`src/core/dps_pkg.sv`:
```
// shared constants and types of the dual loop status and powerdown block
package dps_pkg;

    // serial word layout
    localparam int WORD_W = 22;
    localparam int DATA_W = 20;
    localparam int SEL_W  = 2;

    // latch select codes carried in the last two serial bits
    localparam logic [1:0] SEL_REF_TWO = 2'h0;
    localparam logic [1:0] SEL_REF_ONE = 2'h1;
    localparam logic [1:0] SEL_FB_TWO  = 2'h2;
    localparam logic [1:0] SEL_FB_ONE  = 2'h3;

    // bit positions inside the 20 stored data bits of a reference word
    localparam int POS_POLARITY = 15;
    localparam int POS_PUMP_MAG = 16;
    localparam int POS_PUMP_HIZ = 17;
    localparam int POS_LOCK_SEL = 18;
    localparam int POS_DIV_SEL  = 19;

    // bit positions inside the 20 stored data bits of a feedback word
    localparam int POS_PRESCALER = 18;
    localparam int POS_PWDN      = 19;

    // reset value of every latched word
    localparam logic [19:0] WORD_RESET = 20'h0_0000;

    // register byte offsets on the bus
    localparam logic [7:0] OFS_REF_TWO = 8'h00;
    localparam logic [7:0] OFS_REF_ONE = 8'h04;
    localparam logic [7:0] OFS_FB_TWO  = 8'h08;
    localparam logic [7:0] OFS_FB_ONE  = 8'h0C;
    localparam logic [7:0] OFS_STATUS  = 8'h10;

    // function currently shown on the status pin
    typedef enum logic [2:0] {
        PIN_OFF   = 3'b000,
        PIN_LOCK  = 3'b001,
        PIN_REF   = 3'b010,
        PIN_FB    = 3'b011,
        PIN_ACCEL = 3'b100,
        PIN_RESET = 3'b101
    } dps_pin_mode_t;

    // powerdown sequencer states
    typedef enum logic [1:0] {
        PWR_ACTIVE  = 2'b00,
        PWR_PENDING = 2'b01,
        PWR_DOWN    = 2'b10
    } dps_pwr_state_t;

endpackage

```
`src/core/dps_load_if.sv`:
```
// carrier for a latched serial word between receiver and control core
`timescale 1ns/100ps
interface dps_load_if;
    logic [19:0] data;
    logic [1:0]  sel;
    logic        strobe;

    modport src (output data, output sel, output strobe);
    modport dst (input data, input sel, input strobe);
endinterface

```
`src/core/dps_ser_rx.sv`:
```
// three-wire serial receiver sampled on the system clock
`timescale 1ns/100ps
module dps_ser_rx (
    // clock and reset
    input  wire logic   pclk,
    input  wire logic   presetn,
    // serial pins
    input  wire logic   ser_clk,
    input  wire logic   ser_data,
    input  wire logic   load_enable,
    // latched word out
    dps_load_if.src     load
);
    logic [2:0]  clk_s;
    logic [2:0]  le_s;
    logic [1:0]  dat_s;
    logic [21:0] shift;

    // stage 0 feeds only stage 1; edges are found on stages 1 and 2
    wire clk_rise = clk_s[1] & ~clk_s[2];
    wire le_rise  = le_s[1] & ~le_s[2];

    always_ff @(posedge pclk or negedge presetn)
    begin
        if (!presetn)
        begin
            clk_s <= 3'h0;
            le_s  <= 3'h0;
            dat_s <= 2'h0;
        end
        else
        begin
            clk_s <= {clk_s[1:0], ser_clk};
            le_s  <= {le_s[1:0], load_enable};
            dat_s <= {dat_s[0], ser_data};
        end
    end

    // msb first, shifting on every rising serial clock, never gated
    always_ff @(posedge pclk or negedge presetn)
    begin
        if (!presetn)
            shift <= 22'h00_0000;
        else if (clk_rise)
            shift <= {shift[20:0], dat_s[1]};
    end

    always_ff @(posedge pclk or negedge presetn)
    begin
        if (!presetn)
        begin
            load.data   <= 20'h0_0000;
            load.sel    <= 2'h0;
            load.strobe <= 1'b0;
        end
        else
        begin
            load.strobe <= le_rise;
            if (le_rise)
            begin
                load.data <= shift[21:2];
                load.sel  <= shift[1:0];
            end
        end
    end
endmodule

```
`src/core/dps_pwr_seq.sv`:
```
// per-loop powerdown sequencer
`timescale 1ns/100ps
module dps_pwr_seq (
    // clock and reset
    input  wire logic   pclk,
    input  wire logic   presetn,
    // latched mode bits
    input  wire logic   pwdn_bit,
    input  wire logic   pump_hiz_bit,
    // synchronised charge pump idle indication
    input  wire logic   pump_idle,
    // state
    output logic        powered_down,
    output logic        sync_pending
);
    dps_pkg::dps_pwr_state_t state;
    dps_pkg::dps_pwr_state_t next_state;

    always_comb
    begin
        next_state = state;
        case (state)
            dps_pkg::PWR_ACTIVE:
                if (pwdn_bit && pump_hiz_bit)
                    next_state = dps_pkg::PWR_DOWN;
                else if (pwdn_bit)
                    next_state = dps_pkg::PWR_PENDING;
            dps_pkg::PWR_PENDING:
                if (!pwdn_bit)
                    next_state = dps_pkg::PWR_ACTIVE;
                else if (pump_idle)
                    next_state = dps_pkg::PWR_DOWN;
            dps_pkg::PWR_DOWN:
                if (!pwdn_bit)
                    next_state = dps_pkg::PWR_ACTIVE;
            default:
                next_state = dps_pkg::PWR_ACTIVE;
        endcase
    end

    always_ff @(posedge pclk or negedge presetn)
    begin
        if (!presetn)
            state <= dps_pkg::PWR_ACTIVE;
        else
            state <= next_state;
    end

    assign powered_down = (state == dps_pkg::PWR_DOWN);
    assign sync_pending = (state == dps_pkg::PWR_PENDING);

    // waiting on the pump, the loop stays up
    property p_sync_wait;
        @(posedge pclk) disable iff (!presetn)
        (state == dps_pkg::PWR_PENDING) && pwdn_bit && !pump_idle
            |=> (state == dps_pkg::PWR_PENDING);
    endproperty
    a_sync_wait: assert property (p_sync_wait)
        else $error("sync powerdown left before pump went idle");
endmodule

```
`src/core/dps_status_ctrl.sv`:
```
// dual loop status pin decode, counter reset and powerdown control
`timescale 1ns/100ps
module dps_status_ctrl (
    // clock and reset
    input  wire logic           pclk,
    input  wire logic           presetn,
    // register bus
    input  wire logic [7:0]     paddr,
    input  wire logic           psel,
    input  wire logic           penable,
    input  wire logic           pwrite,
    input  wire logic [31:0]    pwdata,
    output logic      [31:0]    prdata,
    output logic                pready,
    output logic                pslverr,
    // serial load pins
    input  wire logic           ser_clk,
    input  wire logic           ser_data,
    input  wire logic           load_enable,
    // loop indications, bit 0 loop one, bit 1 loop two
    input  wire logic [1:0]     lock_raw,
    input  wire logic [1:0]     ref_div_raw,
    input  wire logic [1:0]     fb_div_raw,
    input  wire logic [1:0]     pump_idle_raw,
    // multipurpose status pin
    output logic                status_pin_o,
    output logic                status_pin_oe,
    // loop controls
    output logic      [1:0]     counter_reset,
    output logic      [1:0]     pump_hiz,
    output logic      [1:0]     pump_boost,
    output logic      [1:0]     divider_load,
    output logic      [1:0]     rf_input_hiz,
    output logic      [1:0]     loop_powered_down,
    output logic      [1:0]     phase_polarity,
    output logic      [1:0]     prescaler_select,
    output logic                osc_enable
);
    dps_load_if load ();

    dps_ser_rx u_rx (
        .pclk        (pclk),
        .presetn     (presetn),
        .ser_clk     (ser_clk),
        .ser_data    (ser_data),
        .load_enable (load_enable),
        .load        (load)
    );

    // two-stage synchronisers for the asynchronous loop indications
    logic [7:0] ind_s1;
    logic [7:0] ind_s2;

    always_ff @(posedge pclk or negedge presetn)
    begin
        if (!presetn)
        begin
            ind_s1 <= 8'h00;
            ind_s2 <= 8'h00;
        end
        else
        begin
            ind_s1 <= {pump_idle_raw, fb_div_raw, ref_div_raw, lock_raw};
            ind_s2 <= ind_s1;
        end
    end

    wire [1:0] lock_s = ind_s2[1:0];
    wire [1:0] ref_s  = ind_s2[3:2];
    wire [1:0] fb_s   = ind_s2[5:4];
    wire [1:0] idle_s = ind_s2[7:6];

    // latched words; index 0 is loop one, index 1 loop two
    logic [1:0][19:0] ref_word;
    logic [1:0][19:0] fb_word;

    wire apb_wr = psel & penable & pwrite;

    wire [1:0] ser_ref = {load.strobe && (load.sel == dps_pkg::SEL_REF_TWO),
                          load.strobe && (load.sel == dps_pkg::SEL_REF_ONE)};
    wire [1:0] ser_fb  = {load.strobe && (load.sel == dps_pkg::SEL_FB_TWO),
                          load.strobe && (load.sel == dps_pkg::SEL_FB_ONE)};
    wire [1:0] apb_ref = {apb_wr && (paddr == dps_pkg::OFS_REF_TWO),
                          apb_wr && (paddr == dps_pkg::OFS_REF_ONE)};
    wire [1:0] apb_fb  = {apb_wr && (paddr == dps_pkg::OFS_FB_TWO),
                          apb_wr && (paddr == dps_pkg::OFS_FB_ONE)};

    // a serial load wins over a bus write landing in the same cycle
    always_ff @(posedge pclk or negedge presetn)
    begin
        if (!presetn)
        begin
            ref_word <= {2{dps_pkg::WORD_RESET}};
            fb_word  <= {2{dps_pkg::WORD_RESET}};
        end
        else
        begin
            for (int i = 0; i < 2; i++)
            begin
                if (ser_ref[i])
                    ref_word[i] <= load.data;
                else if (apb_ref[i])
                    ref_word[i] <= pwdata[19:0];
                if (ser_fb[i])
                    fb_word[i] <= load.data;
                else if (apb_fb[i])
                    fb_word[i] <= pwdata[19:0];
            end
        end
    end

    // mode bits straight from the latched words
    wire [1:0] lock_sel = {ref_word[1][dps_pkg::POS_LOCK_SEL],
                           ref_word[0][dps_pkg::POS_LOCK_SEL]};
    wire [1:0] div_sel  = {ref_word[1][dps_pkg::POS_DIV_SEL],
                           ref_word[0][dps_pkg::POS_DIV_SEL]};
    wire [1:0] pump_mag = {ref_word[1][dps_pkg::POS_PUMP_MAG],
                           ref_word[0][dps_pkg::POS_PUMP_MAG]};
    wire [1:0] hiz_bit  = {ref_word[1][dps_pkg::POS_PUMP_HIZ],
                           ref_word[0][dps_pkg::POS_PUMP_HIZ]};
    wire [1:0] pol_bit  = {ref_word[1][dps_pkg::POS_POLARITY],
                           ref_word[0][dps_pkg::POS_POLARITY]};
    wire [1:0] pre_bit  = {fb_word[1][dps_pkg::POS_PRESCALER],
                           fb_word[0][dps_pkg::POS_PRESCALER]};
    wire [1:0] pwdn_bit = {fb_word[1][dps_pkg::POS_PWDN],
                           fb_word[0][dps_pkg::POS_PWDN]};

    // pin function decode, live from latched bits
    wire div_none   = (div_sel == 2'b00);
    wire div_one    = ^div_sel;
    wire div_both   = &div_sel;
    wire pick_two   = div_sel[1];
    wire lock_both  = lock_s[0] & lock_s[1];
    wire lock_view  = (lock_sel == 2'b01) ? lock_s[0] :
                      (lock_sel == 2'b10) ? lock_s[1] : lock_both;
    wire div_view   = lock_sel[1] ? fb_s[pick_two]
                                  : ref_s[pick_two];
    wire accel_mode = div_both && (lock_sel == 2'b00);
    wire ref_pick   = ref_s[pick_two];
    wire fb_pick    = fb_s[pick_two];

    dps_pkg::dps_pin_mode_t pin_mode;
    assign pin_mode = div_none ? ((lock_sel == 2'b00) ? dps_pkg::PIN_OFF
                                                       : dps_pkg::PIN_LOCK) :
                      div_one  ? (lock_sel[1] ? dps_pkg::PIN_FB
                                              : dps_pkg::PIN_REF) :
                      accel_mode ? dps_pkg::PIN_ACCEL : dps_pkg::PIN_RESET;

    wire [1:0] next_boost = accel_mode ? pump_mag : 2'b00;
    // counter reset bits line up with the lock bits: bit 1 loop two
    wire [1:0] next_cnt_rst = (div_both && !accel_mode) ? lock_sel
                                                        : 2'b00;

    wire next_pin_o = (pin_mode == dps_pkg::PIN_LOCK) ? lock_view :
                      (pin_mode == dps_pkg::PIN_REF ||
                       pin_mode == dps_pkg::PIN_FB) ? div_view : 1'b0;
    // acceleration is open drain: only pull low, never drive high
    wire next_pin_oe = (pin_mode == dps_pkg::PIN_ACCEL) ? |next_boost
                                                        : 1'b1;

    // powerdown sequencers
    logic [1:0] pd_down;
    logic [1:0] pd_pend;

    genvar g;
    generate
        for (g = 0; g < 2; g++)
        begin : g_loop
            dps_pwr_seq u_pwr (
                .pclk         (pclk),
                .presetn      (presetn),
                .pwdn_bit     (pwdn_bit[g]),
                .pump_hiz_bit (hiz_bit[g]),
                .pump_idle    (idle_s[g]),
                .powered_down (pd_down[g]),
                .sync_pending (pd_pend[g])
            );
        end
    endgenerate

    // one reset signal per loop feeds both its counters, so they restart
    // on the same clock
    wire [1:0] next_pump_hiz = hiz_bit | next_cnt_rst | pd_down;

    always_ff @(posedge pclk or negedge presetn)
    begin
        if (!presetn)
        begin
            status_pin_o      <= 1'b0;
            status_pin_oe     <= 1'b1;
            counter_reset     <= 2'b00;
            pump_hiz          <= 2'b00;
            pump_boost        <= 2'b00;
            divider_load      <= 2'b00;
            rf_input_hiz      <= 2'b00;
            loop_powered_down <= 2'b00;
            phase_polarity    <= 2'b00;
            prescaler_select  <= 2'b00;
            osc_enable        <= 1'b1;
        end
        else
        begin
            status_pin_o      <= next_pin_o;
            status_pin_oe     <= next_pin_oe;
            counter_reset     <= next_cnt_rst;
            pump_hiz          <= next_pump_hiz;
            pump_boost        <= next_boost;
            divider_load      <= pd_down;
            rf_input_hiz      <= pd_down;
            loop_powered_down <= pd_down;
            phase_polarity    <= pol_bit;
            prescaler_select  <= pre_bit;
            osc_enable        <= ~(pwdn_bit[0] & pwdn_bit[1]);
        end
    end

    // register bus: data captured in setup, zero-wait access phase
    wire setup   = psel & ~penable;
    wire hit_rt  = (paddr == dps_pkg::OFS_REF_TWO);
    wire hit_ro  = (paddr == dps_pkg::OFS_REF_ONE);
    wire hit_ft  = (paddr == dps_pkg::OFS_FB_TWO);
    wire hit_fo  = (paddr == dps_pkg::OFS_FB_ONE);
    wire hit_st  = (paddr == dps_pkg::OFS_STATUS);
    wire hit_any = hit_rt | hit_ro | hit_ft | hit_fo | hit_st;
    // status is read only, so a write to it is refused
    wire bad_acc = ~hit_any | (hit_st & pwrite);

    wire [31:0] status_word = {19'h0_0000, pin_mode, lock_s, osc_enable,
                               status_pin_o, counter_reset, pd_pend,
                               loop_powered_down};
    wire [31:0] next_rdata = hit_rt ? {12'h000, ref_word[1]} :
                             hit_ro ? {12'h000, ref_word[0]} :
                             hit_ft ? {12'h000, fb_word[1]} :
                             hit_fo ? {12'h000, fb_word[0]} :
                             hit_st ? status_word : 32'h0000_0000;

    always_ff @(posedge pclk or negedge presetn)
    begin
        if (!presetn)
        begin
            prdata  <= 32'h0000_0000;
            pslverr <= 1'b0;
            pready  <= 1'b0;
        end
        else
        begin
            pready <= 1'b1;
            if (setup)
            begin
                prdata  <= pwrite ? 32'h0000_0000 : next_rdata;
                pslverr <= bad_acc;
            end
        end
    end

    // checks
    wire [3:0] mode_sel = {lock_sel[0], lock_sel[1], div_sel[0], div_sel[1]};

    property p_pin_off;
        @(posedge pclk) disable iff (!presetn)
        (mode_sel == 4'b0000) |=> status_pin_oe && !status_pin_o;
    endproperty
    a_pin_off: assert property (p_pin_off)
        else $error("disabled status pin not driven low");

    property p_lock_both;
        @(posedge pclk) disable iff (!presetn)
        (mode_sel == 4'b1100) |=> status_pin_o == $past(lock_both);
    endproperty
    a_lock_both: assert property (p_lock_both)
        else $error("combined lock does not need both loops");

    property p_lock_two;
        @(posedge pclk) disable iff (!presetn)
        (mode_sel == 4'b0100) ##1 (mode_sel == 4'b0100)
            |-> status_pin_o == $past(lock_s[1]);
    endproperty
    a_lock_two: assert property (p_lock_two)
        else $error("loop two lock not shown on status pin");

    property p_ref_div;
        @(posedge pclk) disable iff (!presetn)
        (div_one && !lock_sel[1]) |=> status_pin_o == $past(ref_pick);
    endproperty
    a_ref_div: assert property (p_ref_div)
        else $error("reference divider not routed to status pin");

    property p_fb_div;
        @(posedge pclk) disable iff (!presetn)
        (div_one && lock_sel[1]) |=> status_pin_o == $past(fb_pick);
    endproperty
    a_fb_div: assert property (p_fb_div)
        else $error("feedback divider not routed to status pin");

    property p_accel;
        @(posedge pclk) disable iff (!presetn)
        (mode_sel == 4'b0011) && pump_mag[0]
            |=> status_pin_oe && !status_pin_o && pump_boost[0];
    endproperty
    a_accel: assert property (p_accel)
        else $error("acceleration not active with pump magnitude high");

    property p_reset_two;
        @(posedge pclk) disable iff (!presetn)
        (mode_sel == 4'b0111) |=> counter_reset == 2'b10 && pump_hiz[1];
    endproperty
    a_reset_two: assert property (p_reset_two)
        else $error("loop two counter reset mode wrong");

    property p_reset_all;
        @(posedge pclk) disable iff (!presetn)
        (mode_sel == 4'b1111) |=> counter_reset == 2'b11 && pump_hiz == 2'b11;
    endproperty
    a_reset_all: assert property (p_reset_all)
        else $error("both loops not held in counter reset");

    property p_async_down;
        @(posedge pclk) disable iff (!presetn)
        $rose(pwdn_bit[0]) && hiz_bit[0] |-> ##[1:2] loop_powered_down[0];
    endproperty
    a_async_down: assert property (p_async_down)
        else $error("async powerdown of loop one late");

    property p_power_up;
        @(posedge pclk) disable iff (!presetn)
        $fell(pwdn_bit[1]) |-> ##[1:2] !loop_powered_down[1];
    endproperty
    a_power_up: assert property (p_power_up)
        else $error("loop two did not power up");

    property p_osc;
        @(posedge pclk) disable iff (!presetn)
        (pwdn_bit != 2'b11) |=> osc_enable;
    endproperty
    a_osc: assert property (p_osc)
        else $error("oscillator stopped with one loop still up");

    property p_serial_live;
        @(posedge pclk) disable iff (!presetn)
        load.strobe && (load.sel == dps_pkg::SEL_FB_ONE)
            |=> fb_word[0] == $past(load.data);
    endproperty
    a_serial_live: assert property (p_serial_live)
        else $error("serial word not latched");
endmodule

```
`config.mk`:
```
export PLATFORM = sky130hd
export DESIGN_NAME = dps_status_ctrl
export DESIGN_NICKNAME = d
export VERILOG_FILES = /design/src/core/dps_pkg.sv /design/src/core/dps_load_if.sv /design/src/core/dps_ser_rx.sv /design/src/core/dps_pwr_seq.sv /design/src/core/dps_status_ctrl.sv
export SDC_FILE = /design/constraint.sdc
export NUM_CORES = 1
export LEC_CHECK = 0
export ABC_CLOCK_PERIOD_IN_PS = 1700
export BUFFER_PORTS_ARGS = -buffer_cell sky130_fd_sc_hd__buf_2
export CORE_UTILIZATION = 50
export DETAILED_ROUTE_END_ITERATION = 7
export PLACE_DENSITY = 0.72
export SYNTH_ARGS = -nofsm -noshare
export SYNTH_HDL_FRONTEND = slang
export SYNTH_SLANG_ARGS = --single-unit
```
`constraint.sdc`:
```
create_clock -name pclk -period 1.7 [get_ports pclk]
set_input_delay 0.085 -clock pclk [delete_from_list [all_inputs] [get_ports pclk]]
set_output_delay 0.085 -clock pclk [all_outputs]
set_load 0.01 [all_outputs]
```
---- Yosys cells after proc, flatten, opt, wreduce, memory -nomap -nowiden ----
Index checks and enable logic that the tools add are counted.
storage, ports and cells
  output and inout bits ................... 53
  logic and storage cells ................. 143
  input port bits ......................... 56
  bits in registers ....................... 202
cells by class
  bitwise operators ....................... 20
  mux-type cells .......................... 43
  magnitude comparators ................... 1
  reductions and logical operators ........ 29
  equality and inequality tests ........... 23
operators by type and width
  kind                                                                      number
  20-bit 2-to-1 mux                                                         13
  2-bit 2-to-1 mux                                                          12
  8-bit by 4-bit == test with 1-bit output (second input constant)          2
  1-bit 2-to-1 mux                                                          13
  13-bit 2-to-1 mux                                                         1
  1-bit logical AND                                                         12
  2-bit one-hot mux with 3 select lines                                     2
  2-bit == test (second input constant)                                     5
  2-bit zero test                                                           5
  1-bit bitwise AND                                                         8
  2-bit by 1-bit == test with 1-bit output (second input constant)          4
  8-bit by 3-bit == test with 1-bit output (second input constant)          1
  8-bit by 5-bit == test with 1-bit output (second input constant)          1
  8-bit zero test                                                           1
  2-bit nonzero test                                                        4
  3-bit by 2-bit == test with 1-bit output (second input constant)          2
  3-bit 2-to-1 mux                                                          2
  3-bit by 2-bit inequality test with 1-bit output (second input constant)  2
  3-bit inequality test (second input constant)                             2
  3-bit AND reduction                                                       2
  1-bit NOT                                                                 5
  1-bit bitwise OR                                                          5
  2-bit inequality test (second input constant)                             2
  2-bit bitwise OR                                                          2
  8 further kinds                                                           8

---- Depth between registers and ports, before layout ----
Gate-level depths: netlist of run 1.
  word-level depth ........................ 11
  depth in mapped cells ................... 7
  gate-level depth less buffers ........... 6

---- Modules after synthesis ----
A second synthesis of run 1 with hierarchy kept.
second synthesis, totals
  cells, all modules ...................... 708
  area total of the unflattened synthesis .. 8795.9 µm²
modules (own cells, without submodules)
  module           sequential area each (µm²)  cells each  times used  area each (µm²)
  dps_status_ctrl  3330.7                      585         1           6575.1
  dps_ser_rx       1326.3                      105         1           1993.2
  dps_pwr_seq      50.0                        9           2           113.9

---- Worst setup path before layout of run 1 ----
No wires, ideal clock.
  kind .................................... flip-flop to flip-flop
  start point ............................. reg u_rx.load.sel[0]
  end point ............................... reg ref_word, in the netlist hiz_bit[0]
  data required time ...................... 1.575 ns
  stages on the path, launching flop included .. 5
  setup time .............................. 0.125 ns
  path slack .............................. 0.115 ns
  data arrival time ....................... 1.460 ns
  buffers on the path ..................... 1
  period minus slack after synthesis ...... 1.585 ns
  path through ............................ dfrtp_1 -> nand3b_1 -> buf_1 -> mux2_2 -> mux2_2
on the way
  longest elaborated chain between the ends .. 3
  elaborated cells on any way between the ends .. 4
  those cells by class .................... 1 x eq/ne; 1 x mux; 2 x reduce/logical
RTL lines
  item                                                     RTL line                text
  start, declared                                          dps_load_if.sv:8        modport src (output data, output sel, output strobe);
  start signal, assigned                                   dps_ser_rx.sv:62        load.sel <= shift[1:0];
  2-bit by 1-bit == test with 1-bit output *               dps_status_ctrl.sv:80   load.strobe && (load.sel == dps_pkg::SEL_REF_ONE)};
  1-bit logical AND *                                      dps_status_ctrl.sv:80
  20-bit 2-to-1 mux or 2-bit nonzero test (tied branches)  --
  end signal, assigned                                     dps_status_ctrl.sv:93   ref_word <= {2{dps_pkg::WORD_RESET}};
  end signal, assigned by index                            dps_status_ctrl.sv:101  ref_word[i] <= load.data;
  end signal, assigned by index                            dps_status_ctrl.sv:103  ref_word[i] <= pwdata[19:0];
  end, declared                                            dps_status_ctrl.sv:74   logic [1:0][19:0] ref_word;
Mark *: on every way between the ends. The rest lies on a longest branch, timed or not.
A chain may end at the register's enable or synchronous reset.

---- Final worst setup path of run 1 ----
  start point ............................. reg u_rx.load.sel[0]
  end point ............................... reg fb_word[15] (netlist name)
on the way
  longest elaborated chain between the ends .. 3
  elaborated cells on any way between the ends .. 4
  those cells by class .................... 1 x eq/ne; 1 x mux; 2 x reduce/logical
RTL lines
  item                                                     RTL line                text
  2-bit == test *                                          dps_status_ctrl.sv:82   load.strobe && (load.sel == dps_pkg::SEL_FB_ONE)};
  1-bit logical AND *                                      dps_status_ctrl.sv:82
  20-bit 2-to-1 mux or 2-bit nonzero test (tied branches)  --
  end signal, assigned                                     dps_status_ctrl.sv:94   fb_word <= {2{dps_pkg::WORD_RESET}};
  end signal, assigned by index                            dps_status_ctrl.sv:105  fb_word[i] <= load.data;
  end signal, assigned by index                            dps_status_ctrl.sv:107  fb_word[i] <= pwdata[19:0];
  end, declared                                            dps_status_ctrl.sv:75   logic [1:0][19:0] fb_word;
Marked as above.

==> results of run 1 <==
[what timing repair did]
action,in CTS,in global routing
buffers inserted,0,2
hold buffers,32,0
setup endpoints to repair,0,13
endpoints found under the hold margin,84,0
resized for setup,0,3
[power breakdown]
part | total [W] | internal, W | switching (W)
Clock | 0.00409 | 0.00240 | 0.00169
Combinational | 0.00367 | 0.00215 | 0.00152
Sequential | 0.00715 | 0.00601 | 0.00114
[final timing paths]
path / from / to / slack (ns) / cells after the start
setup / recovery: u_rx.load.sel[0]$_DFFE_PN0P_ / fb_word[15]$_DFFE_PN0P_ / 0.02 / 4
max in group asynchronous: presetn / ref_word[25]$_DFFE_PN0P_ / 0.81 / 3
min in group asynchronous: presetn / ind_s2[4]$_DFF_PN0_ / 0.19 / 2
hold reg to reg: u_rx.dat_s[0]$_DFF_PN0_ / u_rx.dat_s[1]$_DFF_PN0_ / 0.35 / 0
hold / removal: pwrite / pslverr$_DFFE_PN0P_ / 0.08 / 4
setup reg to reg: u_rx.load.sel[0]$_DFFE_PN0P_ / fb_word[15]$_DFFE_PN0P_ / 0.02 / 4
[cells in the final DEF (no fill, tap or decap), types with 4 or more instances in the layout]
cell type      instances
a31oi_1               20
clkbuf_16             17
o221ai_1               7
buf_2                 83
dlygate4sd3_1         32
o21ai_0               36
conb_1                13
a22oi_1               13
nor2_1                26
mux2_4                20
mux2_2               157
buf_12                 9
and2_1                 5
buf_4                 36
nand2_1               86
and3_1                 5
nor2b_1                5
inv_1                  4
mux2i_1               22
dfrtp_1              188
[cell families (layout without fill, tap and decap cells)]
| kind of cell | Yosys count | after routing | share of synthesized area (%) |
|---|---|---|---|
| mux | 200 | 200 | 26.8 |
| fa+ha+maj | 2 | 2 | 0.290 |
| compound gates | 84 | 84 | 5.99 |
| buf+inv | 61 | 198 | 3.80 |
| other cells | 2 | 14 | 0.0870 |
| flops | 190 | 190 | 55.1 |
| simple gates | 150 | 150 | 7.94 |
[flip-flops by register name, summed over array words and instances, names as in the netlist, 3 cells and up]
signal              cells
fb_word                40
ind_s2                  8
g_loop.u_pwr.state      4
ref_word               30
u_rx.le_s               3
u_rx.load.data         20
u_rx.shift             22
prdata                 20
u_rx.clk_s              3
ind_s1                  8
[stage by stage]
stage	instance area [µm²]	std cells	power, W
final	10500	1058	0.0149
after global routing	10500	1058	0.0157
after CTS	10500	1055	0.0149
after detailed placement	9520	991	0.0107
after global placement	9520	991	0.0105
after floorplan	8670	700	0.00939
[cell type report]
type | instances | area (µm²)
Fill cell | 1245 | 6220
Clock buffer | 20 | 457
Timing Repair Buffer | 162 | 1210
Tap cell | 220 | 275
Sequential cell | 190 | 4760
Clock inverter | 12 | 158
Inverter | 4 | 15.0
Multi-Input combinational cell | 449 | 3610
Antenna cell | 1 | 2.50
[layer usage]
layer / wire, µm / part of all wire, %
met1: 8380 / 42
met5: 0 / 0
met4: 319 / 1.6
met2: 10200 / 51
met3: 932 / 4.7
[critical path: stages, from the launching register on]
cell and delay [ns]:
dfrtp_1 0.41, nand3_1 0.32, buf_4 0.23, mux2_2 0.34, mux2_4 0.27
==> results.sh, run 1 <==
export IMPL_status="finished, final reports clean"
export IMPL_async_reset_ff_share_pct=100
export IMPL_cts_tree="built"
export IMPL_core_rowCount=47
export IMPL_critPathKind="register to register"
export IMPL_worst_slack_ns=0.0208
export IMPL_synthTopCellsByArea="dfrtp_1 55%, mux2_2 20%, nand2_1 3.7%"
export IMPL_clockBufferDepth=2
export IMPL_synthesis_area_mm2=0.00863
export IMPL_synth_top_area_cell="dfrtp_1"
export IMPL_startpoint_type="register"
export IMPL_ant_nets=0
export IMPL_cap_violations=0
export IMPL_clkSinkCount=190
export IMPL_die_area_mm2=0.0178
export IMPL_die_width_um=133
export IMPL_yosysMostFrequentCell="dfrtp_1"
export IMPL_place_hpwl_um=13800
export IMPL_yosys_warnings=0
export IMPL_place_ws_ns=0.0334
export IMPL_grtUsageTotal_pct=23.6
export IMPL_io_buffers=84
export IMPL_period_minus_slack_ns=1.68
export IMPL_setup_viol=0
export IMPL_p_leak_nw=4.93
export IMPL_io_pin_count=109
export IMPL_fmax_mhz=596
export IMPL_crit_fanout=6
export IMPL_clock_latency_ns=0.43
export IMPL_cts_buffers=17
export IMPL_period_share_pct=98.8
export IMPL_antenna_found_initial=1
export IMPL_place_gp_congestion=0.822
export IMPL_start_util_pct=51.7
export IMPL_met1_usage_pct=29.9
export IMPL_grt_max_degree=62
export IMPL_worst_pin_slew_ns=0.538
export IMPL_first_pass_iters=5
export IMPL_chipHeight_um=133
export IMPL_yosys_area_top_type_share_pct=54.5
export IMPL_grt_ovfl_total=0
export IMPL_drtIter0Drc=416
export IMPL_synth_edf_count=0
export IMPL_max_slew_margin_pct=64.2
export IMPL_routed_wl_um=19800
export IMPL_ys_flop_type="dfrtp_1"
export IMPL_synth_avg_cell_area_um2=12.5
export IMPL_postLayoutCoreUtil_pct=62.8
export IMPL_syn2layout_area_growth_pct=21.5
export IMPL_rsz0062_at_grt="yes"
export IMPL_tns_ns=0
export IMPL_ys_seq_elements=190
export IMPL_finalClockSkew_ns=0.00834
export IMPL_fin_nets=882
export IMPL_clock_root_buffer="clkbuf_16"
export IMPL_whs_ns=0.0785
export IMPL_slew_violations=0
export IMPL_use_met3_pct=4.60
export IMPL_core_area_mm2=0.0167
export IMPL_grt_pass1_wl_um=31900
export IMPL_busiest_layer="met2"
export IMPL_hold_viol_final=0
export IMPL_hold_class="input port to register"
export IMPL_grt_met2_usage_pct=40.8
export IMPL_htreeDepth=4
export IMPL_vias=5857
export IMPL_drive_above_1_share_pct=41.9
export IMPL_drc=0
export IMPL_crit_path_end_kind="register"
export IMPL_syn_inst=689
export IMPL_clk_pin_slew_ns=0.07
export IMPL_power_density_mw_per_mm2=1420
export IMPL_yosys_top_cells_count="188 x dfrtp_1, 157 x mux2_2, 86 x nand2_1"
export IMPL_wl_per_cell_um=18.7
export IMPL_synth_cell_type_count=41
export IMPL_cp_arrival_ns=1.99
export IMPL_seq_area_frac_synth_pct=55.1
export IMPL_first_global_vias=6033
export IMPL_peakVddDrop_uv=905
export IMPL_via_per_inst=5.54
export IMPL_crit_required_ns=2.01
Power figures use the tool's default switching activity.
==> run 2: changes to the inputs <==
--- a/config.mk
+++ b/config.mk
@@ -5,11 +5,11 @@
 export SDC_FILE = /design/constraint.sdc
 export NUM_CORES = 1
 export LEC_CHECK = 0
-export ABC_CLOCK_PERIOD_IN_PS = 1700
+export ABC_CLOCK_PERIOD_IN_PS = 1600
 export BUFFER_PORTS_ARGS = -buffer_cell sky130_fd_sc_hd__buf_2
 export CORE_UTILIZATION = 50
 export DETAILED_ROUTE_END_ITERATION = 7
-export PLACE_DENSITY = 0.72
+export PLACE_DENSITY = 0.69
 export SYNTH_ARGS = -nofsm -noshare
 export SYNTH_HDL_FRONTEND = slang
 export SYNTH_SLANG_ARGS = --single-unit
==> constraint.sdc (replaced) <==
create_clock -name pclk -period 1.6 [get_ports pclk]
set_input_delay 0.08 -clock pclk [delete_from_list [all_inputs] [get_ports pclk]]
set_output_delay 0.08 -clock pclk [all_outputs]
set_load 0.01 [all_outputs]
==> results.sh, run 2 (synthesis gave the netlist of run 1 again) <==
export IMPL_status="complete, but fails checks"
export IMPL_violations="negative setup slack"
export IMPL_design_area_mm2=0.0107
export IMPL_top_register="fb_word"
export IMPL_period_share_pct=101
export IMPL_first_global_vias=6155
export IMPL_place_hpwl_um=14100
export IMPL_rsz0062_at_grt="yes"
export IMPL_clkSinkCount=190
export IMPL_critPathKind="register to register"
export IMPL_critPathTopFamily="buffers and inverters"
export IMPL_grtUsageTotal_pct=25.0
export IMPL_clock_latency_ns=0.43
export IMPL_regToRegSetupSlack_ns=-0.02
export IMPL_first_pass_iters=5
export IMPL_drc=0
export IMPL_wl_per_cell_um=19.8
export IMPL_via_per_inst=5.64
export IMPL_postLayoutCoreUtil_pct=64.2
export IMPL_grt_max_degree=49
export IMPL_vias=6015
export IMPL_grt_ovfl_total=0
export IMPL_cpPeakStageDelay_ns=0.41
export IMPL_reg2reg_from="u_rx.load.sel[1]$_DFFE_PN0P_"
export IMPL_hold_class="input port to register"
export IMPL_n_antenna_cell=0
export IMPL_hold_viol_final=0
export IMPL_r2r_end="ref_word[10]$_DFFE_PN0P_"
export IMPL_core_rowCount=47
export IMPL_startpoint_type="register"
export IMPL_io_pin_count=109
export IMPL_period_minus_slack_ns=1.62
export IMPL_critPathSlowestCell="dfrtp_1"
export IMPL_fin_nets=891
export IMPL_clockBufferDepth=2
export IMPL_drive_above_1_share_pct=42.8
export IMPL_syn2layout_area_growth_pct=24.3
export IMPL_ant_nets=0
export IMPL_num_fill_cells=1273
export IMPL_cp_buffers_inverters=2
export IMPL_antenna_found_initial=0
export IMPL_finalClockSkew_ns=0.00738
export IMPL_clk_pin_slew_ns=0.06
export IMPL_crit_chain="nand3b_1 > buf_12 > o21ai_4 > clkbuf_16 > mux2_4"
export IMPL_largest_reg_flops=40
export IMPL_seqCellArea_mm2=0.00476
export IMPL_chipHeight_um=133
export IMPL_peakVddDrop_uv=910
export IMPL_whs_ns=0.0441
export IMPL_crit_path_end_kind="register"
export IMPL_place_gp_congestion=0.813
export IMPL_top_regs="fb_word: 40 flops, ref_word: 30 flops, u_rx.shift: 22 flops"
export IMPL_crit_required_ns=1.91
export IMPL_die_area_mm2=0.0178
export IMPL_clock_root_buffer="clkbuf_16"
export IMPL_crit_fanout=8
export IMPL_drtIter0Drc=441
export IMPL_layout_common_cells="188 x dfrtp_1, 147 x mux2_2, 86 x nand2_1"
export IMPL_routed_wl_um=21100
export IMPL_start_util_pct=51.7
export IMPL_setup_viol=12
export IMPL_cp_arrival_ns=1.94
export IMPL_cts_buffers=17
export IMPL_worstHoldStart="pwrite"
export IMPL_io_buffers=84
export IMPL_die_width_um=133
export IMPL_slew_violations=0
export IMPL_cts_tree="built"
export IMPL_hold_end="pslverr$_DFFE_PN0P_"
export IMPL_final_common_cell="dfrtp_1"
export IMPL_fmax_mhz=617
export IMPL_hold_depth=4
export IMPL_power_density_mw_per_mm2=1490
export IMPL_grt_pass1_wl_um=33500
export IMPL_worst_slack_ns=-0.0209
export IMPL_p_leak_nw=5.05
export IMPL_reg2regPathDepth=5
export IMPL_core_area_mm2=0.0167
export IMPL_cap_violations=0
export IMPL_multi_input_area_mm2=0.00368
export IMPL_dpl_cell_area_mm2=0.00960
export IMPL_htreeDepth=4
run 2: worst min-delay path: stages:
cell      delay, ns
buf_2          0.11
inv_1          0.05
a211oi_1       0.06
a21o_1         0.14
run 2: worst max-delay path by stage:
stage	depth (start not counted)	slack, ns	from	end
floorplan	4	0.01	u_rx.load.sel[0]$_DFFE_PN0P_	hiz_bit[0]$_DFFE_PN0P_
global placement	6	-0.01	paddr[4]	fb_word[22]$_DFFE_PN0P_
detailed placement	6	-0.08	paddr[4]	fb_word[25]$_DFFE_PN0P_
CTS	5	-0.03	u_rx.load.sel[1]$_DFFE_PN0P_	ref_word[11]$_DFFE_PN0P_
global route	5	-0.06	u_rx.load.sel[1]$_DFFE_PN0P_	pol_bit[0]$_DFFE_PN0P_
finish	5	-0.02	u_rx.load.sel[1]$_DFFE_PN0P_	ref_word[10]$_DFFE_PN0P_
run 2: layer usage:
| layer | wire length (µm) | GRT usage [%] | vias up |
|---|---|---|---|
| met5 | 0 | 0 | - |
| met4 | 508 | 10.7 | 0 |
| met3 | 1010 | 4.72 | 36 |
| li1 | - | - | 2692 |
| met1 | 9370 | 33.7 | 3089 |
| met2 | 10200 | 39.8 | 198 |
run 2: per-stage QoR:
stage	total power, W	cells	setup TNS [ns]	setup WS [ns]
after detailed placement	0.0115	994	-2.98	-0.0816
after global placement	0.0112	994	-0.214	-0.0132
after global routing	0.0168	1066	-1.51	-0.0645
after floorplan	0.00998	700	0	0.0149
final	0.0160	1066	-0.111	-0.0209
after CTS	0.0158	1060	-0.258	-0.0269
run 2: cell type report:
type / count / area share [%]
clock buffer: 23 / 4.46
clock inverter: 9 / 1.04
inverter: 4 / 0.140
multi-input combinational: 449 / 34.3
sequential: 190 / 44.3
tap: 220 / 2.57
timing repair buffer: 171 / 13.1
run 2: power by group:
group	leakage, nW	internal, W	switching, W	total, W
logic	2.41	0.00252	0.00172	0.00424
registers	2.36	0.00639	0.00119	0.00758
clock network	0.283	0.00243	0.00177	0.00420
run 2: repair_timing:
item	CTS	global route
pin swaps	0	2
hold endpoints to repair	219	0
gates cloned	1	1
resized for setup	4	18
endpoints found under the setup margin	26	56
setup buffers	1	5
hold buffers	32	0
